$ cat config.mk
export PLATFORM = sky130hd
export DESIGN_NAME = cbbd_top
export DESIGN_NICKNAME = d
export VERILOG_FILES = /design/src/rtl/cbbd_pkg.sv /design/src/rtl/cbbd_sync.sv /design/src/rtl/cbbd_div.sv /design/src/rtl/cbbd_top.sv
export SDC_FILE = /design/constraint.sdc
export NUM_CORES = 2
export LEC_CHECK = 0
export ABC_AREA = 1
export BUFFER_PORTS_ARGS = -buffer_cell sky130_fd_sc_hd__buf_2
export CAP_MARGIN = 20
export CORE_MARGIN = 2
export CORE_UTILIZATION = 55
export DETAILED_ROUTE_END_ITERATION = 8
export PLACE_DENSITY = 0.77
export SLEW_MARGIN = 10
export SYNTH_ARGS = -nofsm -noshare
export SYNTH_HDL_FRONTEND = slang
export SYNTH_SLANG_ARGS = --single-unit
$ cat constraint.sdc
create_clock -name i_mclk -period 12.99 [get_ports i_mclk]
set_clock_uncertainty 0.1 [all_clocks]
set_input_delay 0.6495 -clock i_mclk [delete_from_list [all_inputs] [get_ports i_mclk]]
set_output_delay 0.6495 -clock i_mclk [all_outputs]
set_load 0.03 [all_outputs]
$ cat src/rtl/cbbd_pkg.sv
`default_nettype none
package cbbd_pkg;
    // Register indices on the plain register port.
    localparam logic [7:0] REG_STATUS = 8'h00;
    localparam logic [7:0] REG_BIT_TIMING = 8'h01;
    localparam logic [7:0] REG_MEASURED = 8'h02;
    localparam logic [7:0] REG_SYSTEM_CONFIG = 8'h03;
    localparam logic [7:0] REG_PERIPH_SELECT = 8'h04;
    localparam int BYTE_WINDOW_BIT = 7;
    // Reset values and fields.
    localparam logic [15:0] SYSCFG_RESET = 16'h0404;
    localparam int SYSCFG_SPACE_EN_BIT = 2;
    localparam logic [15:0] PERIPH_SELECT_RESET = 16'h042D;
    localparam logic [15:0] PERIPH_SELECT_BOOT = 16'h042D;
    localparam int PSEL_XRAM_BIT = 2;
    localparam int PSEL_XPERIPH_BIT = 0;
    // Measurement and timing derivation constants.
    localparam int COUNT_W = 16;
    localparam int STUFF_BITS_TO_STOP = 5;
    localparam logic [15:0] PRESCALER_RANGE = 16'd1451;
    localparam logic [15:0] BITS_SCALE = 16'd58;
    localparam logic [7:0] TQ_MIN = 8'd8;
    localparam logic [7:0] TQ_MAX = 8'd25;
    localparam logic [1:0] SJW_FIELD = 2'b01;
    localparam logic [4:0] TIME_SEGMENT_BEFORE_SAMPLE_MAX_TQ = 5'd16;
    // Message object constants.
    localparam logic [10:0] ACK_ID = 11'h0E6;
    localparam logic [3:0] ACK_DLC = 4'h3;
    localparam logic [10:0] RX_ID = 11'h005;
    localparam logic [10:0] RX_MASK = 11'h7FF;
    localparam int BOOT_BYTES = 128;
    localparam int BYTE_IDX_W = 7;
    // Strap encodings.
    localparam logic [1:0] STRAP_ALT = 2'b01;
    localparam logic [1:0] STRAP_STD = 2'b10;
    localparam logic [1:0] STRAP_NORMAL = 2'b11;
    // Boot modes decoded from the straps.
    typedef enum logic [3:0] {
        MODE_NORMAL = 4'b0001,
        MODE_STD_BOOT = 4'b0010,
        MODE_ALT_BOOT = 4'b0100,
        MODE_TEST = 4'b1000
    } cbbd_mode_t;
    // Memory regions seen by the access check.
    typedef enum logic [1:0] {
        REGION_FETCHLESS_FLASH = 2'h0,
        REGION_EXT_FLASH = 2'h1,
        REGION_EXT_RAM = 2'h2,
        REGION_EXT_PERIPH = 2'h3
    } cbbd_region_t;
    // Acknowledge transmit object contents.
    typedef struct packed {
        logic [10:0] id;
        logic [3:0] dlc;
        logic [7:0] data0;
        logic [7:0] data1;
        logic [7:0] data2;
    } cbbd_ack_obj_t;
    // Receive object filter.
    typedef struct packed {
        logic [10:0] id;
        logic [10:0] mask;
    } cbbd_rx_obj_t;
    // Message handed over by the CAN controller.
    typedef struct packed {
        logic valid;
        logic remote;
        logic [10:0] id;
        logic [7:0] data0;
    } cbbd_msg_t;
endpackage
`default_nettype wire

$ cat src/rtl/cbbd_sync.sv
`default_nettype none
// Three-stage pin synchroniser; the level moves once stages two and three agree.
module cbbd_sync (
    input wire logic i_mclk,
    input wire logic i_nrst,
    input wire logic i_pin,
    output logic o_level
);
    logic s1; // First stage, read by s2 only.
    logic s2; // Second stage.
    logic s3; // Third stage.

    // Shift chain; reset to recessive so no false start is seen.
    always_ff @(posedge i_mclk or negedge i_nrst) begin
        if (!i_nrst) begin
            s1 <= 1'b1;
            s2 <= 1'b1;
            s3 <= 1'b1;
        end else begin
            s1 <= i_pin;
            s2 <= s1;
            s3 <= s2;
        end
    end

    // Agreement filter swallows a single-cycle glitch.
    always_ff @(posedge i_mclk or negedge i_nrst) begin
        if (!i_nrst) begin
            o_level <= 1'b1;
        end else if (s2 == s3) begin
            o_level <= s3;
        end
    end
endmodule
`default_nettype wire

$ cat src/rtl/cbbd_div.sv
`default_nettype none
// Restoring divider, one quotient bit per cycle, W cycles per division.
module cbbd_div #(
    parameter int W = 16
) (
    input wire logic i_mclk,
    input wire logic i_nrst,
    input wire logic i_start,
    input wire logic [W-1:0] i_dividend,
    input wire logic [W-1:0] i_divisor,
    output logic o_done,
    output logic [W-1:0] o_quotient,
    output logic [W-1:0] o_remainder
);
    logic [W-1:0] shreg; // Dividend bits still to be consumed.
    logic [W-1:0] divisor; // Held divisor.
    logic [$clog2(W+1)-1:0] steps; // Remaining steps.
    logic busy; // Division in progress.
    logic [W:0] trial; // Partial remainder with next bit.

    assign trial = {o_remainder, shreg[W-1]};

    // A start during a running division restarts it; the caller never does so.
    always_ff @(posedge i_mclk or negedge i_nrst) begin
        if (!i_nrst) begin
            shreg <= '0;
            divisor <= '0;
            steps <= '0;
            busy <= 1'b0;
            o_done <= 1'b0;
            o_quotient <= '0;
            o_remainder <= '0;
        end else begin
            o_done <= 1'b0;
            if (i_start) begin
                shreg <= i_dividend;
                divisor <= i_divisor;
                steps <= ($clog2(W+1))'(W);
                busy <= 1'b1;
                o_quotient <= '0;
                o_remainder <= '0;
            end else if (busy) begin
                shreg <= {shreg[W-2:0], 1'b0};
                if (trial >= {1'b0, divisor}) begin
                    o_remainder <= W'(trial - {1'b0, divisor});
                    o_quotient <= {o_quotient[W-2:0], 1'b1};
                end else begin
                    o_remainder <= trial[W-1:0];
                    o_quotient <= {o_quotient[W-2:0], 1'b0};
                end
                steps <= steps - 1'b1;
                if (steps == 1) begin
                    busy <= 1'b0;
                    o_done <= 1'b1;
                end
            end
        end
    end
endmodule
`default_nettype wire

$ cat src/rtl/cbbd_top.sv
`default_nettype none
// Boot-time CAN bit rate detection, boot object setup and boot memory gating.
module cbbd_top #(
    parameter logic [15:0] CHIP_ID = 16'h1A2B, // Arbitrary identification value.
    parameter logic [7:0] ACK_CODE = 8'hA5 // Arbitrary acknowledge code.
) (
    input wire logic i_mclk,
    input wire logic i_nrst,
    input wire logic [1:0] i_boot_mode_strap_pins,
    input wire logic i_boot_can_receive_pin,
    output logic o_boot_can_transmit_pin,
    output logic o_boot_can_transmit_oe,
    input wire logic i_receive_port_user_oe,
    input wire logic i_receive_port_user_out,
    output logic o_receive_port_oe,
    output logic o_receive_port_out,
    input wire cbbd_pkg::cbbd_msg_t i_msg,
    output logic o_ack_send,
    output cbbd_pkg::cbbd_ack_obj_t o_ack_obj,
    output cbbd_pkg::cbbd_rx_obj_t o_rx_obj,
    output logic o_load_done,
    output logic o_rate_fail,
    output logic o_test_flash_at_zero,
    input wire logic i_end_of_init_instruction,
    input wire logic i_acc_valid,
    input wire cbbd_pkg::cbbd_region_t i_acc_region,
    input wire logic i_acc_fetch,
    output logic o_acc_grant,
    input wire logic [7:0] i_addr,
    input wire logic [15:0] i_wdata,
    input wire logic i_wr,
    input wire logic i_rd,
    output logic [15:0] o_rdata
);
    import cbbd_pkg::*;

    // Measurement and loading sequence, one-hot.
    typedef enum logic [6:0] {
        ST_WAIT = 7'b0000001,
        ST_COUNT = 7'b0000010,
        ST_DIV_BRP = 7'b0000100,
        ST_DIV_TQ = 7'b0001000,
        ST_LOAD = 7'b0010000,
        ST_DONE = 7'b0100000,
        ST_FAIL = 7'b1000000
    } cbbd_state_t;

    cbbd_state_t state; // Sequence state.
    cbbd_mode_t mode; // Boot mode caught from the straps.
    logic strap_taken; // Straps have been caught after release.
    logic rx_level; // Filtered receive pin level.
    logic rx_level_q; // Previous filtered level, for edges.
    logic [COUNT_W-1:0] count; // Measurement counter.
    logic [2:0] recessive_seen; // Rising edges to recessive counted so far.
    logic div_start; // Starts a division.
    logic [COUNT_W-1:0] div_divisor; // Divisor for the running division.
    logic div_done; // Division finished.
    logic [COUNT_W-1:0] div_quot; // Quotient.
    logic [COUNT_W-1:0] div_rem; // Remainder.
    logic [5:0] bit_rate_prescaler; // Derived prescaler field.
    logic [15:0] bit_timing; // Bit timing setting.
    logic [15:0] system_config; // System configuration register.
    logic [15:0] periph_select; // Peripheral selection register.
    logic init_locked; // Set once initialisation has ended.
    logic [7:0] rx_mem [BOOT_BYTES]; // Loaded boot bytes.
    logic [BYTE_IDX_W:0] byte_count; // Bytes received so far.
    logic [7:0] next_tq; // Rounded quanta per bit.
    logic rx_accept; // A boot byte message arrived.

    cbbd_sync u_sync (
        .i_mclk(i_mclk),
        .i_nrst(i_nrst),
        .i_pin(i_boot_can_receive_pin),
        .o_level(rx_level)
    );

    cbbd_div #(.W(COUNT_W)) u_div (
        .i_mclk(i_mclk),
        .i_nrst(i_nrst),
        .i_start(div_start),
        .i_dividend(count),
        .i_divisor(div_divisor),
        .o_done(div_done),
        .o_quotient(div_quot),
        .o_remainder(div_rem)
    );

    // Splits quanta into the two segment fields; the sample point sits near 75 %.
    // Above 23 quanta the first segment field saturates, so the point drops
    // to about 71 % at 24 quanta and 68 % at 25; that is the price of the 4-bit field.
    function automatic logic [6:0] seg_table(input logic [4:0] tq);
        logic [4:0] t2;
        logic [4:0] t1;
        t2 = 5'((tq + 5'd2) >> 2);
        t1 = 5'(tq - 5'd1 - t2);
        if (t1 > TIME_SEGMENT_BEFORE_SAMPLE_MAX_TQ) begin
            t1 = TIME_SEGMENT_BEFORE_SAMPLE_MAX_TQ;
            t2 = 5'(tq - 5'd1 - TIME_SEGMENT_BEFORE_SAMPLE_MAX_TQ);
        end
        seg_table = {3'(t2 - 5'd1), 4'(t1 - 5'd1)};
    endfunction

    // Region check used by the access port.
    function automatic logic region_allows(input cbbd_region_t r, input logic fetch,
                                           input logic boot, input logic [15:0] sel,
                                           input logic space_en);
        unique case (r)
            REGION_FETCHLESS_FLASH: region_allows = !(boot && fetch);
            REGION_EXT_FLASH: region_allows = 1'b1;
            REGION_EXT_RAM: region_allows = space_en && sel[PSEL_XRAM_BIT];
            REGION_EXT_PERIPH: region_allows = space_en && sel[PSEL_XPERIPH_BIT];
        endcase
    endfunction

    // Rounded quanta: add one when the remainder is over half the divisor.
    always_comb begin
        next_tq = div_quot[7:0];
        if ({div_rem, 1'b0} > {1'b0, div_divisor}) begin
            next_tq = 8'(div_quot + 16'd1);
        end
    end

    assign rx_accept = (state == ST_LOAD) && i_msg.valid && !i_msg.remote &&
                       ((i_msg.id & RX_MASK) == (RX_ID & RX_MASK));
    // The sequence raises a one-cycle start; the divider never sees a held level.
    logic start_pulse; // One-cycle start for the divider.
    assign div_start = start_pulse;

    // Divisor follows the stage: the fixed range first, then the prescaler scale.
    assign div_divisor = (state == ST_DIV_TQ) ?
                         16'(BITS_SCALE * ({10'h000, bit_rate_prescaler} + 16'd1)) : PRESCALER_RANGE;

    // Straps are caught in the first clocked cycle after reset release.
    always_ff @(posedge i_mclk or negedge i_nrst) begin
        if (!i_nrst) begin
            strap_taken <= 1'b0;
            mode <= MODE_NORMAL;
        end else if (!strap_taken) begin
            strap_taken <= 1'b1;
            unique case (i_boot_mode_strap_pins)
                STRAP_ALT: mode <= MODE_ALT_BOOT;
                STRAP_STD: mode <= MODE_STD_BOOT;
                STRAP_NORMAL: mode <= MODE_NORMAL;
                default: mode <= MODE_TEST;
            endcase
        end
    end

    // Edge memory of the filtered receive level.
    always_ff @(posedge i_mclk or negedge i_nrst) begin
        if (!i_nrst) begin
            rx_level_q <= 1'b1;
        end else begin
            rx_level_q <= rx_level;
        end
    end

    // Measurement, derivation and loading sequence. Start and stop both see the
    // same synchroniser delay, so the skew cancels and stays within one cycle.
    always_ff @(posedge i_mclk or negedge i_nrst) begin
        if (!i_nrst) begin
            state <= ST_WAIT;
            count <= '0;
            recessive_seen <= '0;
            start_pulse <= 1'b0;
            bit_rate_prescaler <= '0;
            bit_timing <= '0;
        end else begin
            start_pulse <= 1'b0;
            unique case (state)
                ST_WAIT: begin
                    // Only the standard loader listens for a zero frame.
                    if (strap_taken && mode == MODE_STD_BOOT && !rx_level) begin
                        state <= ST_COUNT;
                        count <= 16'h0001;
                        recessive_seen <= '0;
                    end
                end
                ST_COUNT: begin
                    if (count == {COUNT_W{1'b1}}) begin
                        state <= ST_FAIL;
                    end else if (rx_level && !rx_level_q &&
                                 recessive_seen == 3'(STUFF_BITS_TO_STOP - 1)) begin
                        state <= ST_DIV_BRP;
                        start_pulse <= 1'b1;
                    end else begin
                        count <= count + 16'h0001;
                        if (rx_level && !rx_level_q) begin
                            recessive_seen <= recessive_seen + 3'h1;
                        end
                    end
                end
                ST_DIV_BRP: begin
                    if (div_done) begin
                        bit_rate_prescaler <= div_quot[5:0];
                        state <= ST_DIV_TQ;
                        start_pulse <= 1'b1;
                    end
                end
                ST_DIV_TQ: begin
                    if (div_done) begin
                        if (next_tq < TQ_MIN || next_tq > TQ_MAX) begin
                            state <= ST_FAIL;
                        end else begin
                            // Count = 58 x (prescaler + 1) x quanta, written at once.
                            bit_timing <= {1'b0, seg_table(next_tq[4:0]), SJW_FIELD, bit_rate_prescaler};
                            state <= ST_LOAD;
                        end
                    end
                end
                ST_LOAD: begin
                    if (byte_count == (BYTE_IDX_W+1)'(BOOT_BYTES)) begin
                        state <= ST_DONE;
                    end
                end
                ST_DONE: state <= ST_DONE;
                ST_FAIL: state <= ST_FAIL;
            endcase
        end
    end

    // Boot byte collection into the flop store, one data byte per message.
    always_ff @(posedge i_mclk or negedge i_nrst) begin
        if (!i_nrst) begin
            byte_count <= '0;
        end else if (rx_accept && byte_count < (BYTE_IDX_W+1)'(BOOT_BYTES)) begin
            byte_count <= byte_count + 1'b1;
        end
    end

    // Store has no reset; bytes are only read after they have been written.
    always_ff @(posedge i_mclk) begin
        if (rx_accept && byte_count < (BYTE_IDX_W+1)'(BOOT_BYTES)) begin
            rx_mem[byte_count[BYTE_IDX_W-1:0]] <= i_msg.data0;
        end
    end

    // Pin drive and object outputs; the acknowledge goes out only on request.
    always_ff @(posedge i_mclk or negedge i_nrst) begin
        if (!i_nrst) begin
            o_boot_can_transmit_pin <= 1'b1;
            o_boot_can_transmit_oe <= 1'b0;
            o_ack_send <= 1'b0;
            o_ack_obj <= '0;
            o_rx_obj <= '0;
            o_load_done <= 1'b0;
            o_rate_fail <= 1'b0;
        end else begin
            o_boot_can_transmit_pin <= 1'b1;
            o_boot_can_transmit_oe <= (state == ST_LOAD) || (state == ST_DONE);
            o_ack_send <= ((state == ST_LOAD) || (state == ST_DONE)) && i_msg.valid &&
                          i_msg.remote && (i_msg.id == ACK_ID);
            if (state == ST_DIV_TQ && div_done) begin
                o_ack_obj <= '{id: ACK_ID, dlc: ACK_DLC, data0: ACK_CODE,
                               data1: CHIP_ID[7:0], data2: CHIP_ID[15:8]};
                o_rx_obj <= '{id: RX_ID, mask: RX_MASK};
            end
            o_load_done <= (state == ST_DONE);
            o_rate_fail <= (state == ST_FAIL);
        end
    end

    // Receive pin output is blocked while the loader owns it.
    always_ff @(posedge i_mclk or negedge i_nrst) begin
        if (!i_nrst) begin
            o_receive_port_oe <= 1'b0;
            o_receive_port_out <= 1'b1;
        end else begin
            o_receive_port_oe <= i_receive_port_user_oe && mode != MODE_STD_BOOT;
            o_receive_port_out <= i_receive_port_user_out;
        end
    end

    // Memory map state and registered access grant.
    always_ff @(posedge i_mclk or negedge i_nrst) begin
        if (!i_nrst) begin
            o_test_flash_at_zero <= 1'b0;
            o_acc_grant <= 1'b0;
        end else begin
            o_test_flash_at_zero <= strap_taken &&
                (mode == MODE_STD_BOOT || mode == MODE_ALT_BOOT);
            o_acc_grant <= i_acc_valid && region_allows(i_acc_region, i_acc_fetch,
                mode != MODE_NORMAL, periph_select, system_config[SYSCFG_SPACE_EN_BIT]);
        end
    end

    // Configuration registers; selection may change only with the space
    // disabled and before initialisation ends. A write in the cycle the lock sets still wins.
    always_ff @(posedge i_mclk or negedge i_nrst) begin
        if (!i_nrst) begin
            system_config <= SYSCFG_RESET;
            periph_select <= PERIPH_SELECT_RESET;
            init_locked <= 1'b0;
        end else begin
            if (i_end_of_init_instruction) begin
                init_locked <= 1'b1;
            end
            if (i_wr && i_addr == REG_SYSTEM_CONFIG) begin
                system_config <= i_wdata;
            end
            if (i_wr && i_addr == REG_PERIPH_SELECT && !init_locked &&
                !system_config[SYSCFG_SPACE_EN_BIT]) begin
                periph_select <= i_wdata;
            end
        end
    end

    // Read data one cycle after the read strobe; unmapped reads give zero.
    always_ff @(posedge i_mclk or negedge i_nrst) begin
        if (!i_nrst) begin
            o_rdata <= '0;
        end else if (i_rd) begin
            if (i_addr[BYTE_WINDOW_BIT]) begin
                o_rdata <= (i_addr[BYTE_IDX_W-1:0] < byte_count) ?
                           {8'h00, rx_mem[i_addr[BYTE_IDX_W-1:0]]} : 16'h0000;
            end else begin
                unique case (i_addr)
                    REG_STATUS: o_rdata <= {state, 1'b0, byte_count};
                    REG_BIT_TIMING: o_rdata <= bit_timing;
                    REG_MEASURED: o_rdata <= count;
                    REG_SYSTEM_CONFIG: o_rdata <= system_config;
                    REG_PERIPH_SELECT: o_rdata <= periph_select;
                    default: o_rdata <= 16'h0000;
                endcase
            end
        end else begin
            o_rdata <= 16'h0000;
        end
    end
endmodule
`default_nettype wire

# Word level (Yosys, flattened, before mapping)

Memories as Yosys holds them, arrays and structs flattened.
Index checks and enable logic that the tools add are counted.

Memories kept: 1
Memory bits (writable): 1,024
Output and inout bits: 86
Input port bits: 59
Word-level logic and storage cells: 192
Bits in registers: 190

Memory list:

| memory | depth | bits a word | read ports | clocked after memory_dff | wr ports | line           | text |
|---|---|---|---|---|---|---|---|
| rx_mem | 128   | 8           | 1          | 0                        | 1        | cbbd_top.sv:65 | `logic [7:0] rx_mem [BOOT_BYTES];` |

Equality and inequality tests: 36
Bitwise operators: 1
$lt $le $gt $ge: 7
Multiplexer cells: 55
Reduce and logical (&&, ||, !) cells: 40
Add/subtract/negate cells: 13
Multiply operators: 1

Operator list:

| cell                                                                    | number |
|---|---|
| 16-bit two-way mux                                                      | 10 |
| 16-bit case mux with 5 select lines                                     | 1 |
| 7-bit two-way mux                                                       | 7 |
| 7-bit case mux with 7 select lines                                      | 1 |
| 8-bit two-way mux                                                       | 4 |
| 16-bit case mux with 2 select lines                                     | 1 |
| 3-bit two-way mux                                                       | 8 |
| 1-bit logical AND                                                       | 22 |
| 17-bit by 16-bit >= comparator with 1-bit output                        | 1 |
| 17-bit by 13-bit greater-than comparator with 1-bit output              | 1 |
| 16-bit by 1-bit adder with 16-bit output (second input constant)        | 1 |
| 8-bit by 1-bit adder with 8-bit output (second input constant)          | 2 |
| 16-bit equality test (second input constant)                            | 1 |
| 8-bit by 2-bit equality test with 1-bit output (second input constant)  | 2 |
| 4-bit two-way mux                                                       | 4 |
| 16-bit subtractor                                                       | 1 |
| 13-bit two-way mux                                                      | 1 |
| 5-bit by 7-bit multiplier with 12-bit output (first input constant)     | 1 |
| 1-bit two-way mux                                                       | 12 |
| 4-bit case mux with 3 select lines                                      | 1 |
| 11-bit by 3-bit equality test with 1-bit output (second input constant) | 1 |
| 11-bit by 8-bit equality test with 1-bit output (second input constant) | 1 |
| 5-bit two-way mux                                                       | 2 |
| 2-bit inequality test (second input constant)                           | 5 |
| 46 further kinds                                                        | 62 |

# Logic depth before layout (Yosys ltp)

Depth in word-level cells: 13
Depth in mapped cells: 50
Depth with buffers taken out: 50

# By module

Synthesis repeated with hierarchy kept, for this count alone.

Cell total of the unflattened synthesis: 4,222
Area total of the unflattened synthesis: 51,271.7 um2

By module, submodules not included:

| module    | cells each | sequential area each (um2) | area each (um2) | instances |
|---|---|---|---|---|
| cbbd_top  | 3,665      | 33,741.1                   | 46,966.3        | 1 |
| cbbd_div  | 549        | 1,776.7                    | 4,184.0         | 1 |
| cbbd_sync | 8          | 105.1                      | 121.4           | 1 |

# Least setup slack after synthesis

No wires, ideal clock.

Path kind: reg-to-reg
Start: register bit_rate_prescaler[0]
End: register bit_timing[14]
Path slack: 5.695 ns
Path buffers: 1
Stages on the path, launching flop included: 44
Data arrival time: 7.078 ns
Period minus slack after synthesis: 7.295 ns
Data required time: 12.773 ns
Setup time: 0.117 ns
Cells stage by stage: dfrtp_1 -> clkbuf_1 -> nand2_1 -> nor2_1 -> xor2_1 -> xor2_1 -> xor2_1 -> ha_1 -> inv_1 -> fa_1 -> inv_1 -> ha_1 -> a21oi_1 -> o21ai_0 -> a21oi_1 -> o21bai_1 -> nand2_1 -> nand2_1 -> (+8 left out) -> nand2_1 -> nand2_2 -> nand2_4 -> o21ai_0 -> inv_1 -> ha_1 -> xnor2_1 -> fa_1 -> xor2_1 -> nor3b_1 -> nand3_2 -> nand3_2 -> o21ai_0 -> ha_1 -> inv_1 -> nand3_1 -> nand3_1 -> nand2_1

Cells in the longest elaborated chain, start to end: 13
Elaborated cells on any way between the ends: 20
Classes of those cells: add/sub: 6; mul: 1; order compare: 4; mux: 6; bitwise: 1; reduce/logical: 2

Ends and longest elaborated chain:

| what                                                                                                  | line                           | text |
|---|---|---|
| from (decl)                                                                                           | cbbd_top.sv:60                 | `logic [5:0] bit_rate_prescaler;` |
| from (signal assigned)                                                                                | cbbd_top.sv:195                | `bit_rate_prescaler <= div_quot[5:0];` |
| 6-bit by 1-bit adder with 7-bit output *                                                              | cbbd_top.sv:131                | `16'(BITS_SCALE * ({10'h000, bit_rate_prescaler} + 16'd1)) : PRESCALER_RANGE;` |
| 5-bit by 7-bit multiplier with 12-bit output *                                                        | cbbd_top.sv:131                |  |
| 13-bit two-way mux *                                                                                  | cbbd_top.sv:130                | `assign div_divisor = (state == ST_DIV_TQ) ?` |
| 17-bit by 13-bit greater-than comparator with 1-bit output *                                          | cbbd_top.sv:118                | `if ({div_rem, 1'b0} > {1'b0, div_divisor}) begin` |
| 8-bit two-way mux *                                                                                   | cbbd_top.sv:118                |  |
| 5-bit by 1-bit subtractor with 5-bit output or 5-bit by 2-bit adder with 5-bit output (tied branches) | cbbd_top.sv:98, cbbd_top.sv:94 |  |
| 5-bit by 3-bit subtractor with 5-bit output                                                           | cbbd_top.sv:95                 | `t1 = 5'(tq - 5'd1 - t2);` |
| 5-bit greater-than comparator                                                                         | cbbd_top.sv:96                 | `if (t1 > TIME_SEGMENT_BEFORE_SAMPLE_MAX_TQ) begin` |
| 3-bit two-way mux                                                                                     | cbbd_top.sv:96                 |  |
| 3-bit two-way mux                                                                                     | cbbd_top.sv:202                | `if (next_tq < TQ_MIN \|\| next_tq > TQ_MAX) begin` |
| 3-bit two-way mux                                                                                     | cbbd_top.sv:201                | `if (div_done) begin` |
| 3-bit two-way mux                                                                                     | cbbd_top.sv:170                | `unique case (state)` |
| 3-bit by 1-bit subtractor with 3-bit output                                                           | cbbd_top.sv:100                | `seg_table = {3'(t2 - 5'd1), 4'(t1 - 5'd1)};` |
| to (signal assigned)                                                                                  | cbbd_top.sv:206                | `bit_timing <= {1'b0, seg_table(next_tq[4:0]), SJW_FIELD, bit_rate_prescaler};` |
| to (decl)                                                                                             | cbbd_top.sv:61                 | `logic [15:0] bit_timing;` |

Mark *: on every way between the ends. The rest lies on a longest branch, timed or not. The select of a mux whose other input is x is not followed.
A chain may end at the register's enable or synchronous reset.

# Worst setup path in the final report

Same ends and word-level chain as after synthesis.

==> results.yml <==
die:
  initial_core_util: 0.555
  die_w_um: 305
  die_h_um: 305
  design.core.area_um2: 90000
  ios: 145
  rows: 110
  dieArea_um2: 93300
placed_design:
  place_ws_ps: 4650
  dpl.hpwl_um: 73700
  port-buffer-count: 113
  place_congestion: 0.883
clocking:
  clk_pin_slew_worst_paths_ps: 60
  clk_latency_ps: 720
  cts_tree: "yes"
  clk_path_buf_depth: 3
  cts_root_buf: "clkbuf_16"
  cts_num_sinks: 1207
  cts-buffers-inserted: 115
  cts_resized: 0
  cts.htree.levels: 3
worst_hold_path:
  hold_class: "in2reg"
  hp-start: "i_end_of_init_instruction"
  whs_path_depth: 2
  min_to: "init_locked$_DFFE_PN0P_"
setup_path:
  end_kind: "register"
  worstSetupPathType: "reg2reg"
  cp_max_fo: 8
  worstPathArrival_ps: 8720
  startpoint_type: "register"
  max_stage_delay_ps: 620
  worstReg2RegStart: "bit_rate_prescaler[0]$_DFFE_PN0P_"
  r2r_slack_ps: 4700
  cp.required_ps: 13420
  cpMostUsedCell: "nand2_1"
  timing.rr.end: "bit_timing[14]$_DFFE_PN0P_"
  rr_worst_depth: 41
  crit_path_top_delay_cell: "xor2_1"
yosys:
  postSynth.asyncResetShare: 0.152
  yosysTopAreaCellShare: 0.615
  synth_edf_count: 1024
  yosysSeqAreaShare: 0.707
  ys.flop_type: "edfxtp_1"
  yosysTopAreaCell: "edfxtp_1"
  syn_area_um2: 50000
  synthTopCellsByCount: "edfxtp_1, nand2_1, nor2_1, a22oi_1, inv_1"
  synth_area_leaders: "edfxtp_1, dfrtp_1, nand2_1"
  synth-seq-cells: 1207
  syn_inst: 4036
  synth-warning-count: 0
  syn_area_per_cell_um2: 12.4
  synth_cell_type_count: 63
  synth_most_common_cell: "edfxtp_1"
sta:
  max_freq_mhz: 121
  grt_setup_unrepaired: "false"
  setup_slack_ps: 4700
  hold_ws_ps: 14.3
  min_period_ps: 8290
  setup_viol: 0
  hold_viol_final: 0
  setup_tns_ps: 0
  worst_slew_pin_slew_ps: 1140
  slew_headroom: 0.228
  drv_slew: 0
  post-route-period-util: 0.638
route:
  antenna_left: 0
  viasPerCell: 6.20
  drt_first_pass_iters: 9
  drt_wl_total_um: 127000
  drcViolationCount: 0
  num_vias: 33300
  post_drt_wl_per_cell_um: 23.6
  drt_iter0_drc: 4815
global_routing:
  grt_pass1_vias: 32300
  grt_overflow: 0
  antenna_found_initial: 3
  grt_pass1_wl_um: 192000
  grt.total_usage: 0.269
  grt_start_max_net_pins: 123
power_and_ir_drop:
  power_mw: 9.43
  power_density_nw_per_um2: 170
  peakVddDrop_uv: 300
  p_leak_nw: 19.7
run:
  drv_cap: 0
final_layout:
  nNetsFinal: 4236
  synthToLayoutAreaGrowth_pct: 10.7
  final.fill_count: 6582
  final_util: 0.615
  drive_gt1_frac: 0.0996
run_status:
  status: "finished clean"
[registers in the layout, indices dropped and copies added, names as in the netlist, 6 cells and up]
register	cells
rx_mem	1024
count	16
o_rdata	16
periph_select	16
system_config	16
u_div.o_remainder	16
u_div.shreg	16
bit_timing	14
u_div.divisor	13
byte_count	8
u_div.o_quotient	8
state	7
bit_rate_prescaler	6
[layout by cell type, fill, tap and decap left out, drive strengths merged, types with 12 or more instances in the layout]
| master | n |
|---|---|
| edfxtp | 1024 |
| buf | 164 |
| inv | 205 |
| a22oi | 206 |
| nand2 | 928 |
| a221oi | 33 |
| dfrtp | 168 |
| a22o | 16 |
| clkbuf | 147 |
| dfstp | 15 |
| xor2 | 26 |
| clkinv | 57 |
| nand3 | 192 |
| a31oi | 16 |
| o22ai | 27 |
| a41oi | 25 |
| nor3 | 36 |
| nand4 | 151 |
| bufinv | 12 |
| ha | 77 |
| conb | 32 |
| o21ai | 146 |
| a21oi | 121 |
| nor2 | 243 |
| o211ai | 50 |
[report_power, final]
| part | switching, mW | internal, mW | leakage (nW) | total (mW) |
|---|---|---|---|---|
| Combinational | 1.08 | 0.552 | 6.30 | 1.63 |
| Sequential | 0.0900 | 4.31 | 11.5 | 4.40 |
| Clock | 1.45 | 1.95 | 1.90 | 3.40 |
[layout make-up]
class / count / area [um2] / area share
clock inverter: 71 / 756 / 0.0137
antenna: 1 / 2.50 / 0.0000452
tap: 1176 / 1470 / 0.0266
multi-input combinational: 2397 / 12800 / 0.231
clock buffer: 146 / 3130 / 0.0565
inverter: 207 / 797 / 0.0144
timing repair buffer: 168 / 1040 / 0.0189
sequential: 1207 / 35300 / 0.639
[critical path: cells and delay by family (launching register included)]
kind,cells,cell delay (ps)
AOI/OAI and AO/OA,7,1280
DFF,1,490
buffers and inverters,5,340
xor gates and xnor gates,5,1510
adders and majority gates,7,2330
and+or+nand+nor,17,2140
[per-layer routing]
layer | GRT usage | vias to the layer above | share of wire | wire, um
met5 | 0 | - | 0.00032 | 41
li1 | - | 14700 | - | -
met4 | 0.0961 | 6 | 0.036 | 4560
met2 | 0.414 | 2095 | 0.46 | 57800
met1 | 0.381 | 16100 | 0.39 | 49000
met3 | 0.0589 | 327 | 0.12 | 15200
[repair_timing]
action,CTS,global route
hold buffers,3,0
endpoints found under the hold margin,3,0
setup buffers,0,0
[how the worst max path moves through the flow]
stage,startpoint,end,slack (ps),cells past startpoint
4_1_cts,bit_rate_prescaler[0]$_DFFE_PN0P_,bit_timing[14]$_DFFE_PN0P_,4620,41
3_3_place_gp,bit_rate_prescaler[0]$_DFFE_PN0P_,bit_timing[14]$_DFFE_PN0P_,4860,41
5_1_grt,bit_rate_prescaler[0]$_DFFE_PN0P_,bit_timing[14]$_DFFE_PN0P_,3890,41
3_5_place_dp,bit_rate_prescaler[0]$_DFFE_PN0P_,bit_timing[14]$_DFFE_PN0P_,4650,41
6_report,bit_rate_prescaler[0]$_DFFE_PN0P_,bit_timing[14]$_DFFE_PN0P_,4700,41
2_1_floorplan,bit_rate_prescaler[0]$_DFFE_PN0P_,bit_timing[14]$_DFFE_PN0P_,5690,43
[metrics by stage]
| stage | area (um2) | instances |
|---|---|---|
| floorplan | 50100 | 4066 |
| global placement | 51400 | 5150 |
| detailed placement | 51400 | 5150 |
| CTS | 55300 | 5370 |
| global route | 55300 | 5372 |
| finish | 55300 | 5373 |
[cell families (layout without fill, tap and decap cells)]
| family | after synthesis | in the layout | share of synthesized area |
|---|---|---|---|
| multiplexers | 1 | 1 | 0.000225 |
| flip-flops | 1207 | 1207 | 0.707 |
| AND/OR/NAND/NOR | 1571 | 1571 | 0.136 |
| buffers and inverters | 462 | 592 | 0.0398 |
| adder cells (fa/ha/maj) | 82 | 82 | 0.0211 |
| XOR/XNOR | 35 | 35 | 0.00613 |
| other | 2 | 33 | 0.000150 |
| AO/OA/AOI/OAI | 676 | 676 | 0.0899 |
Note: power is estimated with default switching activity, not from simulation.
